### config.mk
export PLATFORM = sky130hd
export DESIGN_NAME = ssf_serdes
export DESIGN_NICKNAME = d
export VERILOG_FILES = /design/src/common/ssf_pkg.sv /design/src/logic/ssf_fifo.sv /design/src/logic/ssf_serdes.sv
export SDC_FILE = /design/constraint.sdc
export NUM_CORES = 1
export LEC_CHECK = 0
export ABC_AREA = 1
export BUFFER_PORTS_ARGS = -buffer_cell sky130_fd_sc_hd__buf_2
export CORE_AREA = 2 2 197 141
export CTS_BUF_LIST = sky130_fd_sc_hd__clkbuf_8
export DETAILED_ROUTE_END_ITERATION = 7
export DIE_AREA = 0 0 199 143
export PLACE_DENSITY = 0.56
export SETUP_SLACK_MARGIN = 0.2
export SYNTH_ARGS = -nofsm -noshare
export SYNTH_HDL_FRONTEND = slang
export SYNTH_SLANG_ARGS = --single-unit
### constraint.sdc
create_clock -name sys_clk -period 2.2 [get_ports sys_clk]
set_clock_uncertainty 0.2 [all_clocks]
set_input_delay 0 -clock sys_clk [delete_from_list [all_inputs] [get_ports sys_clk]]
set_output_delay 0 -clock sys_clk [all_outputs]
set_load 0.01 [all_outputs]
### src/common/ssf_pkg.sv
package ssf_pkg;
   // ----------------------------------------
   // framing
   // ----------------------------------------
   localparam int PAYLOAD_W = 18;
   localparam int FRAME_W = 20;
   localparam int BIT_CNT_W = 5;
   localparam logic [4:0] LAST_BIT = 5'h13;
   localparam logic [4:0] HALF_WORD = 5'h0a;
   localparam logic START_BIT = 1'b1;
   localparam logic STOP_BIT = 1'b0;
   // ----------------------------------------
   // sync pattern and lock
   // ----------------------------------------
   localparam logic [2:0] SYNC_MIN_REF = 3'h6;
   localparam int SYNC_CNT_W = 11;
   localparam logic [10:0] SYNC_WORDS = 11'h402;
   localparam logic [17:0] SYNC_PATTERN = 18'h001ff;
   localparam logic [2:0] LOCK_WORDS = 3'h4;
   localparam logic [2:0] UNLOCK_WORDS = 3'h4;
   localparam logic [3:0] HOLDOFF_WORDS = 4'h9;
   localparam int FIFO_DEPTH = 4;
   typedef enum {ST_HUNT, ST_LOCKED, ST_HOLDOFF} ssf_rx_state_e;
endpackage : ssf_pkg

### src/logic/ssf_fifo.sv
`timescale 1ns/100ps
module ssf_fifo #(
   parameter int W = 18,
   parameter int DEPTH = 4,
   parameter int AW = 2
) (
   // clock and reset
   input wire logic clk,
   input wire logic resetn,
   // fill side
   input wire logic [W-1:0] in_data,
   input wire logic in_valid,
   output logic in_ready,
   // drain side
   output logic [W-1:0] out_data,
   output logic out_valid,
   input wire logic out_ready
);
   logic [W-1:0] mem_reg [DEPTH];
   logic [AW-1:0] wr_ptr_reg;
   logic [AW-1:0] rd_ptr_reg;
   logic [AW:0] cnt_reg;
   logic [AW:0] cnt_next;
   logic push;
   logic pop;

   assign out_valid = (cnt_reg != '0);
   assign out_data = mem_reg[rd_ptr_reg];
   assign push = in_valid && in_ready;
   assign pop = out_valid && out_ready;

   always_comb begin
      cnt_next = cnt_reg;
      if (push && !pop) begin
         cnt_next = cnt_reg + 1'b1;
      end else if (pop && !push) begin
         cnt_next = cnt_reg - 1'b1;
      end
   end

   // ready kept in a flop so the port is registered
   always_ff @(posedge clk or negedge resetn) begin
      if (!resetn) begin
         cnt_reg <= '0;
         in_ready <= 1'b0;
      end else begin
         cnt_reg <= cnt_next;
         in_ready <= (cnt_next != DEPTH[AW:0]);
      end
   end

   always_ff @(posedge clk or negedge resetn) begin
      if (!resetn) begin
         wr_ptr_reg <= '0;
         rd_ptr_reg <= '0;
      end else begin
         if (push) begin
            wr_ptr_reg <= wr_ptr_reg + 1'b1;
         end
         if (pop) begin
            rd_ptr_reg <= rd_ptr_reg + 1'b1;
         end
      end
   end

   always_ff @(posedge clk) begin
      if (push) begin
         mem_reg[wr_ptr_reg] <= in_data;
      end
   end
endmodule : ssf_fifo

### src/logic/ssf_serdes.sv
`timescale 1ns/100ps
// Contract
// - take one transmit word per reference tick, none during a sync burst
// - frame payload with start one, stop zero
// - twenty serial bits per reference period
// - payload bit zero leaves first
// - fixed load to bit zero latency
// - retime input, find start/stop boundary
// - strip framing, present payload on word clock
// - boost first bit of each run
// - loopback feeds serializer into deserializer
// - reset: word clock low, outputs floated
// - lock after four, drop after four
// - long sync request sends 1026 sync words
// - lock indicator inactive nine words after loss
// - serial outputs floated during loopback
module ssf_serdes
   import ssf_pkg::*;
(
   // clock and reset
   input wire logic sys_clk,
   input wire logic resetn,
   // transmit parallel side
   input wire logic [PAYLOAD_W-1:0] tx_data,
   input wire logic tx_valid,
   output logic tx_ready,
   output logic tx_ref_clk,
   input wire logic sync_req,
   // configuration
   input wire logic preemph_sel,
   input wire logic loopback_enable,
   // serial link
   output logic serial_out_pos,
   output logic serial_out_neg,
   output logic serial_oe,
   output logic serial_emph,
   input wire logic serial_in_pos,
   input wire logic serial_in_neg,
   // receive parallel side
   output logic [PAYLOAD_W-1:0] rx_data,
   output logic rx_data_oe,
   output logic rx_word_clk,
   output logic link_locked_n
);

   // ----------------------------------------
   // pin synchronisers
   // ----------------------------------------
   logic [4:0] pin_s1_reg;
   logic [4:0] pin_s2_reg;
   logic sync_s;
   logic preemph_s;
   logic loop_s;
   logic rx_line;

   always_ff @(posedge sys_clk or negedge resetn) begin
      if (!resetn) begin
         pin_s1_reg <= '0;
         pin_s2_reg <= '0;
      end else begin
         pin_s1_reg <= {serial_in_neg, serial_in_pos, sync_req, preemph_sel, loopback_enable};
         pin_s2_reg <= pin_s1_reg;
      end
   end
   assign loop_s = pin_s2_reg[0];
   assign preemph_s = pin_s2_reg[1];
   assign sync_s = pin_s2_reg[2];

   // ----------------------------------------
   // transmit word timing
   // ----------------------------------------
   logic [BIT_CNT_W-1:0] tx_cnt_reg;
   logic tx_load;
   logic [PAYLOAD_W-1:0] fifo_data;
   logic fifo_valid;
   logic [PAYLOAD_W-1:0] tx_payload;
   logic [FRAME_W-1:0] tx_shift_reg;
   logic last_bit_reg;
   logic [2:0] sync_hi_reg;
   logic [SYNC_CNT_W-1:0] sync_left_reg;
   logic sync_fire;
   logic sync_active;

   // free divider, one word per 20 bits
   assign tx_load = (tx_cnt_reg == LAST_BIT);
   always_ff @(posedge sys_clk or negedge resetn) begin
      if (!resetn) begin
         tx_cnt_reg <= '0;
         tx_ref_clk <= 1'b0;
      end else begin
         tx_cnt_reg <= tx_load ? '0 : tx_cnt_reg + 1'b1;
         tx_ref_clk <= (tx_cnt_reg >= HALF_WORD);
      end
   end

   // fifo drained once per tick outside sync bursts; source must hold data while valid
   ssf_fifo #(
      .W(PAYLOAD_W),
      .DEPTH(FIFO_DEPTH),
      .AW(2)
   ) u_tx_fifo (
      .clk(sys_clk),
      .resetn(resetn),
      .in_data(tx_data),
      .in_valid(tx_valid),
      .in_ready(tx_ready),
      .out_data(fifo_data),
      .out_valid(fifo_valid),
      .out_ready(tx_load && !sync_active)
   );

   // ----------------------------------------
   // sync request
   // ----------------------------------------
   assign sync_active = (sync_left_reg != '0);
   assign sync_fire = tx_load && sync_s && (sync_hi_reg == SYNC_MIN_REF);

   // held past six ticks starts sync burst
   always_ff @(posedge sys_clk or negedge resetn) begin
      if (!resetn) begin
         sync_hi_reg <= '0;
         sync_left_reg <= '0;
      end else begin
         if (!sync_s) begin
            sync_hi_reg <= '0;
         end else if (tx_load && sync_hi_reg != 3'h7) begin
            sync_hi_reg <= sync_hi_reg + 1'b1;
         end
         if (sync_fire) begin
            sync_left_reg <= SYNC_WORDS;
         end else if (tx_load && sync_active) begin
            sync_left_reg <= sync_left_reg - 1'b1;
         end
      end
   end

   // idle words carry zero payload when the fifo runs dry
   always_comb begin
      tx_payload = '0;
      if (sync_active) begin
         tx_payload = SYNC_PATTERN;
      end else if (fifo_valid) begin
         tx_payload = fifo_data;
      end
   end

   // free divider keeps load to bit zero delay fixed
   // stop on top, start at bit zero; shift right, low first
   always_ff @(posedge sys_clk or negedge resetn) begin
      if (!resetn) begin
         tx_shift_reg <= '0;
         last_bit_reg <= 1'b0;
      end else begin
         last_bit_reg <= tx_shift_reg[0];
         if (tx_load) begin
            tx_shift_reg <= {STOP_BIT, tx_payload, START_BIT};
         end else begin
            tx_shift_reg <= {1'b0, tx_shift_reg[FRAME_W-1:1]};
         end
      end
   end

   // ----------------------------------------
   // serial driver
   // ----------------------------------------
   // floated in reset; floated in loopback
   always_ff @(posedge sys_clk or negedge resetn) begin
      if (!resetn) begin
         serial_out_pos <= 1'b0;
         serial_out_neg <= 1'b1;
         serial_oe <= 1'b0;
         serial_emph <= 1'b0;
      end else begin
         serial_out_pos <= tx_shift_reg[0];
         serial_out_neg <= !tx_shift_reg[0];
         serial_oe <= !loop_s;
         // boost on a change of level
         serial_emph <= preemph_s && (tx_shift_reg[0] != last_bit_reg);
      end
   end

   // ----------------------------------------
   // receive framer
   // ----------------------------------------
   logic [FRAME_W-1:0] rx_sr_reg;
   logic [BIT_CNT_W-1:0] rx_cnt_reg;
   logic rx_eval;
   logic rx_ok;
   logic [2:0] good_cnt_reg;
   logic [2:0] bad_cnt_reg;
   logic [3:0] hold_cnt_reg;
   ssf_rx_state_e rx_state_reg;
   logic rx_locked;

   assign rx_line = loop_s ? last_bit_reg : (pin_s2_reg[3] && !pin_s2_reg[4]);
   assign rx_eval = (rx_cnt_reg == LAST_BIT);
   assign rx_ok = (rx_sr_reg[0] == START_BIT) && (rx_sr_reg[FRAME_W-1] == STOP_BIT);
   assign rx_locked = (rx_state_reg == ST_LOCKED);

   // retime and slide one bit per try while hunting
   always_ff @(posedge sys_clk or negedge resetn) begin
      if (!resetn) begin
         rx_sr_reg <= '0;
         rx_cnt_reg <= '0;
      end else begin
         rx_sr_reg <= {rx_line, rx_sr_reg[FRAME_W-1:1]};
         if (rx_eval && !rx_ok && rx_state_reg == ST_HUNT) begin
            rx_cnt_reg <= LAST_BIT;
         end else begin
            rx_cnt_reg <= rx_eval ? '0 : rx_cnt_reg + 1'b1;
         end
      end
   end

   // lock state; hold-off before hunting again
   always_ff @(posedge sys_clk or negedge resetn) begin
      if (!resetn) begin
         rx_state_reg <= ST_HUNT;
         good_cnt_reg <= '0;
         bad_cnt_reg <= '0;
         hold_cnt_reg <= '0;
      end else if (rx_eval) begin
         case (rx_state_reg)
            ST_HUNT: begin
               good_cnt_reg <= rx_ok ? good_cnt_reg + 1'b1 : '0;
               if (rx_ok && good_cnt_reg == LOCK_WORDS - 3'h1) begin
                  rx_state_reg <= ST_LOCKED;
                  good_cnt_reg <= '0;
                  bad_cnt_reg <= '0;
               end
            end
            ST_LOCKED: begin
               bad_cnt_reg <= rx_ok ? '0 : bad_cnt_reg + 1'b1;
               if (!rx_ok && bad_cnt_reg == UNLOCK_WORDS - 3'h1) begin
                  rx_state_reg <= ST_HOLDOFF;
                  hold_cnt_reg <= '0;
               end
            end
            default: begin
               hold_cnt_reg <= hold_cnt_reg + 1'b1;
               if (hold_cnt_reg == HOLDOFF_WORDS - 4'h1) begin
                  rx_state_reg <= ST_HUNT;
                  good_cnt_reg <= '0;
               end
            end
         endcase
      end
   end

   // payload sits between framing bits; once per word
   // word clock low and bus floated until locked
   always_ff @(posedge sys_clk or negedge resetn) begin
      if (!resetn) begin
         rx_data <= '0;
         rx_data_oe <= 1'b0;
         rx_word_clk <= 1'b0;
         link_locked_n <= 1'b1;
      end else begin
         if (rx_eval && rx_locked) begin
            rx_data <= rx_sr_reg[FRAME_W-2:1];
         end
         rx_data_oe <= rx_locked;
         rx_word_clk <= rx_locked && (rx_cnt_reg < HALF_WORD);
         link_locked_n <= !rx_locked;
      end
   end
endmodule : ssf_serdes

After elaboration in Yosys (flattened, before gate mapping)
Memory sizes are Yosys's and may differ from the RTL's.
Index checks and enable logic that the tools add are counted.
- register bits after elaboration: 150
- bits in writable memories: 72
- bits of input ports: 26
- output and inout bits: 27
- word-level logic and storage cells: 122
- memories: 1
- memory list (memory ; depth ; width ; rd ports ; clocked after Yosys merged registers in ; write ports ; line ; source):
    u_tx_fifo.mem_reg ; 4 ; 18 ; 1 ; 0 ; 1 ; ssf_fifo.sv:19 ; logic [W-1:0] mem_reg [DEPTH];
- add/subtract/negate cells: 11
- $lt $le $gt $ge: 2
- eq/ne operators: 14
- muxes and demuxes: 28
- bitwise gates (word level): 3
- reductions and logical operators: 38
- operator list (kind ; number):
    32-bit 2-to-1 mux ; 3
    32-bit zero test ; 2
    32-bit case mux with 2 select lines ; 1
    18-bit 2-to-1 mux ; 2
    32-bit by 1-bit equality test with 1-bit output (second input constant) ; 1
    32-bit by 2-bit equality test with 1-bit output (second input constant) ; 1
    3-bit 2-to-1 mux ; 9
    11-bit 2-to-1 mux ; 2
    19-bit 2-to-1 mux ; 1
    1-bit logical AND ; 18
    5-bit 2-to-1 mux ; 3
    3-bit by 1-bit adder with 3-bit output (second input constant) ; 4
    3-bit case mux with 2 select lines ; 2
    11-bit nonzero test ; 1
    11-bit by 1-bit subtractor with 11-bit output (second input constant) ; 1
    5-bit by 1-bit adder with 5-bit output (second input constant) ; 2
    5-bit equality test (second input constant) ; 2
    3-bit AND reduction ; 3
    1-bit zero test ; 8
    4-bit case mux with 2 select lines ; 1
    3-bit by 2-bit equality test with 1-bit output (second input constant) ; 2
    3-bit != test (second input constant) ; 2
    2-bit nonzero test ; 3
    3-bit nonzero test ; 2
    14 further kinds ; 20

Longest topological paths before layout
Gate-level depths: netlist (run 1).
- depth after elaboration: 8
- mapped depth: 12
- mapped depth without buffers: 12

Cells and area by module
Synthesis (run 1) repeated with hierarchy kept, for this count alone.
- cell total of the unflattened synthesis: 688
- area, all modules: 7653.6 µm²
- modules (own cells, without submodules) (module ; times used ; cells each ; area an instance (µm²) ; sequential area each (µm²)):
    ssf_serdes ; 1 ; 453 ; 4463.0 ; 2780.2
    ssf_fifo ; 1 ; 235 ; 3190.6 ; 2362.3

Least setup slack after synthesis (run 1)
Ideal clock, no wire load.
- path type: register to register
- start point: register u_tx_fifo.wr_ptr_reg[0]
- end point: memory u_tx_fifo.mem_reg[2][0], enable pin
- library setup time: 0.393 ns
- arrival time: 1.446 ns
- data required time: 1.607 ns
- slack: 0.161 ns
- stages on the path, launching flop included: 5
- buffers on the path: 0
- clock period less this slack: 2.039 ns
- cells stage by stage: dfrtp_1 inv_1 ha_1 inv_1 nor2_1
- RTL lines (element ; line ; source):
    from (decl) ; ssf_fifo.sv:20 ; logic [AW-1:0] wr_ptr_reg;
    from (signal assigned) ; ssf_fifo.sv:58 ; wr_ptr_reg <= wr_ptr_reg + 1'b1;
    to (decl) ; ssf_fifo.sv:19 ;
No word-level cell before the write port.

Final worst setup path (run 1)
- start point: register rx_cnt_reg[0]
- end point: register bad_cnt_reg[0]
- cells in the longest elaborated chain, start to end: 2
- RTL lines (element ; line ; source):
    from (decl) ; ssf_serdes.sv:186 ; logic [BIT_CNT_W-1:0] rx_cnt_reg;
    from (signal assigned) ; ssf_serdes.sv:210 ; rx_cnt_reg <= rx_eval ? '0 : rx_cnt_reg + 1'b1;
    5-bit equality test ; ssf_serdes.sv:196 ; assign rx_eval = (rx_cnt_reg == LAST_BIT);
    3-bit AND reduction (no source line) ; n/a ;
    to (signal assigned) ; ssf_serdes.sv:233 ; bad_cnt_reg <= rx_ok ? '0 : bad_cnt_reg + 1'b1;
    to (decl) ; ssf_serdes.sv:190 ; logic [2:0] bad_cnt_reg;
Every way passes these cells.
A chain may end at the register's enable or synchronous reset.

==> results of run 1 <==
## metrics by stage
| step | area [um^2] | utilization, % | instances |
|---|---|---|---|
| 6_report | 9338 | 35.29 | 1157 |
| 5_1_grt | 9338 | 35.29 | 1157 |
| 4_1_cts | 9194 | 34.74 | 1147 |
| 3_5_place_dp | 8398 | 31.74 | 1081 |
| 3_3_place_gp | 8398 | 31.74 | 1081 |
| 2_1_floorplan | 7622 | - | 666 |
## cells in the final DEF (no fill, tap or decap), types with 23 or more instances in the layout
cell type,count
edfxtp_1,72
nand2_1,139
buf_2,51
buf_4,28
a21oi_1,23
nor2_1,48
o21ai_0,58
dfrtp_1,117
inv_1,52
dlygate4sd3_1,31
nand3_1,27
## kinds of logic (layout without fill, tap and decap cells)
family / Yosys count / after routing / synth area share (%)
AOI/OAI and AO/OA: 108 / 108 / 8.134
xor gates and xnor gates: 15 / 15 / 1.725
adders and majority gates: 21 / 21 / 3.451
buffers and inverters: 82 / 209 / 4.650
DFF: 191 / 191 / 67.53
and+or+nand+nor: 249 / 249 / 14.51
## worst register-to-register path, cell delays in order (launching register included)
cell	delay, ns
dfrtp_1	0.42
ha_4	0.18
nand2_2	0.06
nor3_4	0.26
inv_2	0.13
buf_4	0.17
a21oi_4	0.16
nand4_1	0.10
o21ai_0	0.08
## path summary, 6_finish.rpt
kind                                           end  slack [ns]  cells after the start
min reg2reg                          pin_s2_reg[1]        0.16                      0
min in group asynchronous            link_locked_n        0.43                      3
max in group asynchronous           serial_out_neg        1.04                      4
min                        u_tx_fifo.mem_reg[0][7]        0.08                      2
max reg2reg                         bad_cnt_reg[0]        0.36                      8
max                                 bad_cnt_reg[0]        0.36                      8
## routing by layer
metal | share of wire (%) | routed length [um]
met5 | 0 | 0
met4 | 0.83 | 122
met3 | 3.9 | 572
met2 | 44 | 6385
met1 | 52 | 7540
## power breakdown
| part | switching [mW] | leakage, nW | total, mW | internal, mW |
|---|---|---|---|---|
| Combinational | 1.23 | 1.73 | 1.98 | 0.749 |
| Sequential | 0.283 | 2.20 | 4.63 | 4.34 |
| Clock | 1.34 | 0.223 | 2.53 | 1.18 |
| Total | 2.85 | 4.15 | 9.13 | 6.28 |
## area by class of cell
| type | count | area [um^2] | area share [%] |
|---|---|---|---|
| Multi-Input combinational cell | 393 | 2195 | 23.50 |
| Timing Repair Buffer | 114 | 855.8 | 9.165 |
| Clock buffer | 17 | 234.0 | 2.506 |
| Sequential cell | 191 | 5142 | 55.07 |
| Inverter | 63 | 239.0 | 2.559 |
| Clock inverter | 15 | 216.5 | 2.318 |
| Tap cell | 364 | 455.4 | 4.877 |
## timing repair
action | CTS | global route
hold endpoints to repair | 197 | 0
pin swaps | 1 | 7
hold buffers | 32 | 0
setup buffers | 2 | 10
endpoints found under the setup margin | 8 | 36
gates resized for setup | 0 | 17
==> results.cfg, run 1 <==
[worst_setup_path]
cpMaxStageDelayCell = dfrtp_1
cp_top_family = simple AND/OR/NAND/NOR gates
critPathArrivalTime_ns = 2.02
r2r-start = rx_cnt_reg[0]
critPathLaunch = rx_cnt_reg[0]
critPathLaunchType = flip-flop
critPathBufInv = 2
cp_max_fo = 6
cp.required_ns = 2.38
crit_type = reg -> reg
max_stage_delay_ns = 0.42
path_cells = ha_4, nand2_2, nor3_4, inv_2, buf_4, a21oi_4, nand4_1, o21ai_0
cp-end-kind = flip-flop

[synthesis]
yosysTopAreaCellShare_pct = 38.45
yosysSeqAreaShare_pct = 67.53
synth_common_cells = nand2_1 (140), dfrtp_1 (117), edfxtp_1 (72), o21ai_0 (58), inv_1 (55)
synth_most_common_cell = nand2_1
syn_nets = 713
yosysWarnings = 0
async_reset_ff_share_pct = 62.30
ys_seq_elements = 191
avgSynthCellArea_um2 = 11.43
syn-cell-area_um2 = 7615
synth_edf_count = 72
synth.area.top_cells = dfrtp_1 (38%), edfxtp_1 (28%), nand2_1 (6.9%), o21ai_0 (3.8%), ha_1 (3.5%)
syn_inst = 666
synth_top_cell_by_area = dfrtp_1
ys_types = 40
ys.flop_type = dfrtp_1

[global_route]
antenna_found_initial = 0
grt_first_pass_wirelength_mm = 24.15
grtUsageMet2_pct = 16.19
grtUsageMet1_pct = 15.89
grt_usage_pct = 10.99
grt_max_degree = 51
overflow = 0
grt_pass1_vias = 4620
grt-busiest-layer = met2
grt_util_met3_pct = 3.070

[routing]
wire_per_inst_um = 12.64
dr.pass1.iters = 4
wl_mm = 14.62
drc_errors = 0
drt_iter0_markers = 256
vias_per_cell = 4.240
ant_nets = 0
vias = 4906

[final_layout]
antenna_cells = 0
nets = 827
synthToLayoutAreaGrowth_pct = 22.63
final_layout_size_suffix_gt1_share_pct = 19.92
fillers = 2598
largest_reg_flops = 72

[placement]
portBuffers = 52
place_congestion = 0.7510
pre_cts_slack_ns = 0.2171
dp_hpwl_mm = 9.474

[clock_tree]
numCtsBuffers = 17
clk_latency_ns = 0.46
cts_tree = done
cts-htree-levels = 4
root_buffer = clkbuf_8
cts_max_path_buffers = 2
clk_transition_reported_paths_ns = 0.10
clock_sinks = 191

[sta]
fin_ws_ns = 0.3623
rsz0062_at_grt = true
relSlewSlack_pct = 72.68
setup_viol = 0
setup-tns-final_ns = 0
tightest_slew_ns = 0.4089
period_minus_slack_ns = 1.838
hold_viol_final = 0
maxSlewViolCount = 0
finalCritPeriodShare_pct = 83.53
clock.fmax_ghz = 0.5442
holdWs_ns = 0.07805

[floorplanning]
die_area_um2 = 28460
io_pins = 53
die_h_um = 143
die_w_um = 199
coreArea_um2 = 26460
num_rows = 50
initial_core_util_pct = 28.78

[pwr]
power_density_nw_per_um2 = 977.9
leakagePower_nw = 4.151
peakVddDrop_v = 0.0004773
finalPower_mw = 9.131

[min_path]
hp-start = tx_data[7]
hp-class = in -> reg

[job]
cap_violations = 0

[status]
status = finished clean
Note: power is estimated with default switching activity, not from simulation.
==> inputs of run 2 (changes only) <==
==> constraint.sdc (replaced) <==
create_clock -name sys_clk -period 1.6 [get_ports sys_clk]
set_clock_uncertainty 0.2 [all_clocks]
set_input_delay 0 -clock sys_clk [delete_from_list [all_inputs] [get_ports sys_clk]]
set_output_delay 0 -clock sys_clk [all_outputs]
set_load 0.01 [all_outputs]
==> results.cfg, run 2 (same netlist as run 1, synthesis figures left out) <==
[floorplanning]
coreArea_um2 = 26460
io_pins = 53
die_w_um = 199
die_area_um2 = 28460
initial_core_util_pct = 28.78
die_h_um = 143
num_rows = 50

[worst_setup_path]
cp_max_fo = 5
cp.required_ns = 1.77
cp-end-kind = flip-flop
max_stage_delay_ns = 0.40
r2r_cells = 11
critPathArrivalTime_ns = 1.99
critPathBufInv = 2
critPathLaunchType = flip-flop
path_cells = inv_2, ha_4, inv_2, nor2_2, nand3_2, nor2_4, nand4_4, nand3_2, nand2_2, nor2_2, nand2_1
cpMaxStageDelayCell = dfrtp_1
cp_top_family = simple AND/OR/NAND/NOR gates
crit_type = reg -> reg
crit_cells = 11

[final_layout]
final_layout_size_suffix_gt1_share_pct = 41.14
final_util_pct = 42.04
fillers = 2454
final_cells = 1261
largest_reg_flops = 72
synthToLayoutAreaGrowth_pct = 46.09
regArea_um2 = 5142
nets = 931
layout_commonest_cell = dfrtp_1
layout_common_cells = dfrtp_1 (117), nand2_1 (94), edfxtp_1 (72), buf_4 (71), buf_2 (51)
multi_input_area_um2 = 2706
antenna_cells = 0

[job]
cap_violations = 0

[routing]
wire_per_inst_um = 13.73
drt_iter0_markers = 352
ant_nets = 0
dr.pass1.iters = 4
drc_errors = 0
wl_mm = 17.32
vias = 5466
vias_per_cell = 4.335

[sta]
maxSlewViolCount = 0
hold_viol_final = 0
setup-tns-final_ns = -11.32
fin_ws_ns = -0.2212
period_minus_slack_ns = 1.821
setup_viol = 111
clock.fmax_ghz = 0.5491
relSlewSlack_pct = 51.89
finalCritPeriodShare_pct = 113.8
rsz0062_at_grt = true
tightest_slew_ns = 0.7217

[pwr]
power_density_nw_per_um2 = 1238
clkPwrFrac_pct = 21.4
seq_power_share_pct = 45.9
intPower_mw = 9.246
p_sw_mw = 4.528
leakagePower_nw = 4.906
p_comb_share_pct = 32.7
switching_share_pct = 32.87
peakVddDrop_v = 0.0006704

[global_route]
overflow = 0
grt_usage_pct = 12.81
antenna_found_initial = 0
grt_max_degree = 54
grt_pass1_vias = 5393
grt_first_pass_wirelength_mm = 27.99

[clock_tree]
numCtsBuffers = 17
clock_sinks = 191
clk_transition_reported_paths_ns = 0.11
clk_latency_ns = 0.47
cts_max_path_buffers = 2
cts-htree-levels = 4
cts_tree = done
root_buffer = clkbuf_8

[status]
violations = setup timing
status = finished with violations

[placement]
portBuffers = 52
pre_cts_slack_ns = -0.2437
place_congestion = 0.7655
placed_cells = 1127
dp_hpwl_mm = 9.706

[min_path]
min_path_cells = 2
hp-class = in -> reg
==> run 2: cell count changes in the layout (fill, tap and decap cells not counted), moves of 11 or more <==
cell and delta:
nand2_4 +13, buf_12 +13, o21ai_2 +17, o21ai_1 +14, buf_6 +28, nand2_2 +32
o21ai_0 -32, nand3_1 -11, buf_4 +43, inv_1 -11, nand2_1 -45
==> run 2: layout make-up <==
type	count	area share (%)
timing repair inverter	4	0.3824
multi-input combinational	393	24.33
tap	364	4.094
clock buffer	17	2.103
timing repair buffer	214	19.21
inverter	63	2.497
clock inverter	15	1.158
sequential	191	46.23
==> run 2: through the flow <==
stage | hold slack (ns) | cell area [um^2] | total power, mW
2_1_floorplan | -0.4956 | 7786 | 8.288
3_3_place_gp | -0.3056 | 8947 | 9.532
3_5_place_dp | -0.3038 | 8947 | 9.574
4_1_cts | 0.03727 | 10750 | 13.66
5_1_grt | 0.04596 | 11120 | 14.59
6_report | 0.07318 | 11120 | 13.77
==> run 2: routing by layer <==
layer	GRT usage (%)	wire, um	vias to the layer above
li1	-	-	2671
met1	17.88	8556	2670
met2	19.80	7862	112
met3	3.543	749	13
met4	3.064	148	0
met5	0	0	-
==> run 2: power by group through the flow <==
stage	Clock, mW	Sequential (mW)	Combinational (mW)
after global placement	0	6.42	3.11
after CTS	3.03	6.32	4.31
after global routing	3.23	6.41	4.95
final	2.94	6.32	4.51
after floorplan	0	6.37	1.91
after detailed placement	0	6.41	3.16
==> run 2: worst paths after layout <==
check / from / endpoint / slack (ns)
max in group asynchronous: resetn / link_locked_n / 0.35
hold / removal: tx_data[11] / u_tx_fifo.mem_reg[2][11] / 0.07
setup / recovery: sync_left_reg[1] / u_tx_fifo.in_ready / -0.22
hold reg to reg: pin_s1_reg[3] / pin_s2_reg[3] / 0.16
setup reg to reg: sync_left_reg[1] / u_tx_fifo.in_ready / -0.22
min in group asynchronous: resetn / rx_sr_reg[7] / 0.09
==> run 2: what timing repair did <==
item,CTS,global route
hold endpoints to repair,217,0
cloned,15,2
hold buffers,32,0
pin swaps,21,28
setup buffers,43,10
endpoints found under the setup margin,145,163
gates resized for setup,128,77
==> inputs of run 3 (changes only) <==
--- a/config.mk
+++ b/config.mk
@@ -11,7 +11,7 @@
 export CTS_BUF_LIST = sky130_fd_sc_hd__clkbuf_8
 export DETAILED_ROUTE_END_ITERATION = 7
 export DIE_AREA = 0 0 199 143
-export PLACE_DENSITY = 0.56
+export PLACE_DENSITY = 0.55
 export SETUP_SLACK_MARGIN = 0.2
 export SYNTH_ARGS = -nofsm -noshare
 export SYNTH_HDL_FRONTEND = slang
==> constraint.sdc (replaced) <==
create_clock -name sys_clk -period 2.35 [get_ports sys_clk]
set_clock_uncertainty 0.2 [all_clocks]
set_input_delay 0 -clock sys_clk [delete_from_list [all_inputs] [get_ports sys_clk]]
set_output_delay 0 -clock sys_clk [all_outputs]
set_load 0.01 [all_outputs]
==> results.cfg, run 3 (same netlist as run 1, synthesis figures left out) <==
[sta]
relSlewSlack_pct = 73.11
hold_viol_final = 0
maxSlewViolCount = 0
period_minus_slack_ns = 1.946
clock.fmax_ghz = 0.5138
tightest_slew_ns = 0.4033
fin_ws_ns = 0.4038
rsz0062_at_grt = false
setup_viol = 0
finalCritPeriodShare_pct = 82.82
setup-tns-final_ns = 0

[floorplanning]
die_area_um2 = 28460
die_w_um = 199
initial_core_util_pct = 28.78
io_pins = 53
num_rows = 50
coreArea_um2 = 26460
die_h_um = 143

[worst_setup_path]
max_stage_delay_ns = 0.37
cp_top_family = simple AND/OR/NAND/NOR gates
cp.required_ns = 2.51
cpMaxStageDelayCell = dfrtp_1
critPathLaunchType = flip-flop
critPathBufInv = 2
path_cells = inv_1, ha_1, inv_1, nor2_1, nand3_1, nor2_4, nand4_2, nand3_1, nand2_1, nor2_1, nand2_1
cp_max_fo = 7
crit_type = reg -> reg
cp-end-kind = flip-flop
critPathArrivalTime_ns = 2.11

[routing]
drc_errors = 0
vias_per_cell = 4.210
ant_nets = 0
dr.pass1.iters = 4
wire_per_inst_um = 12.91
vias = 4842
wl_mm = 14.84
drt_iter0_markers = 316

[final_layout]
regArea_um2 = 5142
nets = 820
largest_reg_flops = 72
layout_commonest_cell = nand2_1
final_util_pct = 34.60
final_layout_size_suffix_gt1_share_pct = 17.43
layout_common_cells = nand2_1 (140), dfrtp_1 (117), edfxtp_1 (72), o21ai_0 (58), inv_1 (55)
antenna_cells = 0
final_cells = 1150
synthToLayoutAreaGrowth_pct = 20.23
multi_input_area_um2 = 2133
fillers = 2665

[pwr]
leakagePower_nw = 4.085
peakVddDrop_v = 0.0004302
power_density_nw_per_um2 = 907.7

[global_route]
grt_pass1_vias = 4809
overflow = 0
grt_max_degree = 45
antenna_found_initial = 0
grt_usage_pct = 11.22
grt_first_pass_wirelength_mm = 24.62

[clock_tree]
clk_latency_ns = 0.47
clk_transition_reported_paths_ns = 0.11
root_buffer = clkbuf_8
cts_max_path_buffers = 2
cts_tree = done
cts-htree-levels = 4
clock_sinks = 191
numCtsBuffers = 17

[placement]
placed_cells = 1083
pre_cts_slack_ns = 0.3037
portBuffers = 52
dp_hpwl_mm = 9.693
place_congestion = 0.7572

[min_path]
hp-class = in -> reg

[status]
status = finished clean

[job]
cap_violations = 0
-- run 3: layout make-up --
type                       count  share of cell area, %
sequential                   191                  56.17
multi-input combinational    393                  23.30
timing repair buffer         107                  8.542
tap                          364                  4.975
clock buffer                  19                  2.856
inverter                      63                  2.610
clock inverter                13                  1.544
-- run 3: final timing paths --
kind                             startpoint                  endpoint  slack (ns)  cells past startpoint
setup / recovery           sync_left_reg[0]        u_tx_fifo.in_ready        0.40                     11
hold reg to reg               pin_s1_reg[3]             pin_s2_reg[3]        0.14                      0
max in group asynchronous            resetn             link_locked_n        1.23                      4
setup reg to reg           sync_left_reg[0]        u_tx_fifo.in_ready        0.40                     11
min in group asynchronous            resetn             rx_sr_reg[17]        0.43                      4
hold / removal                  tx_data[16]  u_tx_fifo.mem_reg[2][16]        0.07                      2
-- run 3: timing repair --
action,CTS,global route
hold buffers,32,0
resized for setup,0,4
endpoints found under the hold margin,198,0
setup endpoints to repair,0,10
buffers inserted,0,3
-- run 3: metal layers --
layer | track usage [%] | vias to the layer above | part of all wire (%)
li1 | - | 2428 | -
met1 | 16.01 | 2348 | 52
met2 | 16.78 | 55 | 44
met3 | 3.047 | 11 | 3.0
met4 | 3.024 | 0 | 1.0
met5 | 0 | - | 0
-- run 3: power by group --
group / internal, mW / switching (mW) / leakage [nW]
clock network: 0.938 / 1.29 / 0.201
registers: 4.06 / 0.240 / 2.20
logic: 0.646 / 1.13 / 1.68
-- run 3: per-stage QoR --
step / cell area [um^2] / power [mW] / hold WS [ns]
2_1_floorplan: 7615 / 5.503 / -0.4956
3_3_place_gp: 8381 / 6.119 / -0.1511
3_5_place_dp: 8381 / 6.131 / -0.1514
4_1_cts: 9114 / 8.424 / 0.04471
5_1_grt: 9155 / 8.837 / 0.06042
6_report: 9155 / 8.310 / 0.07451
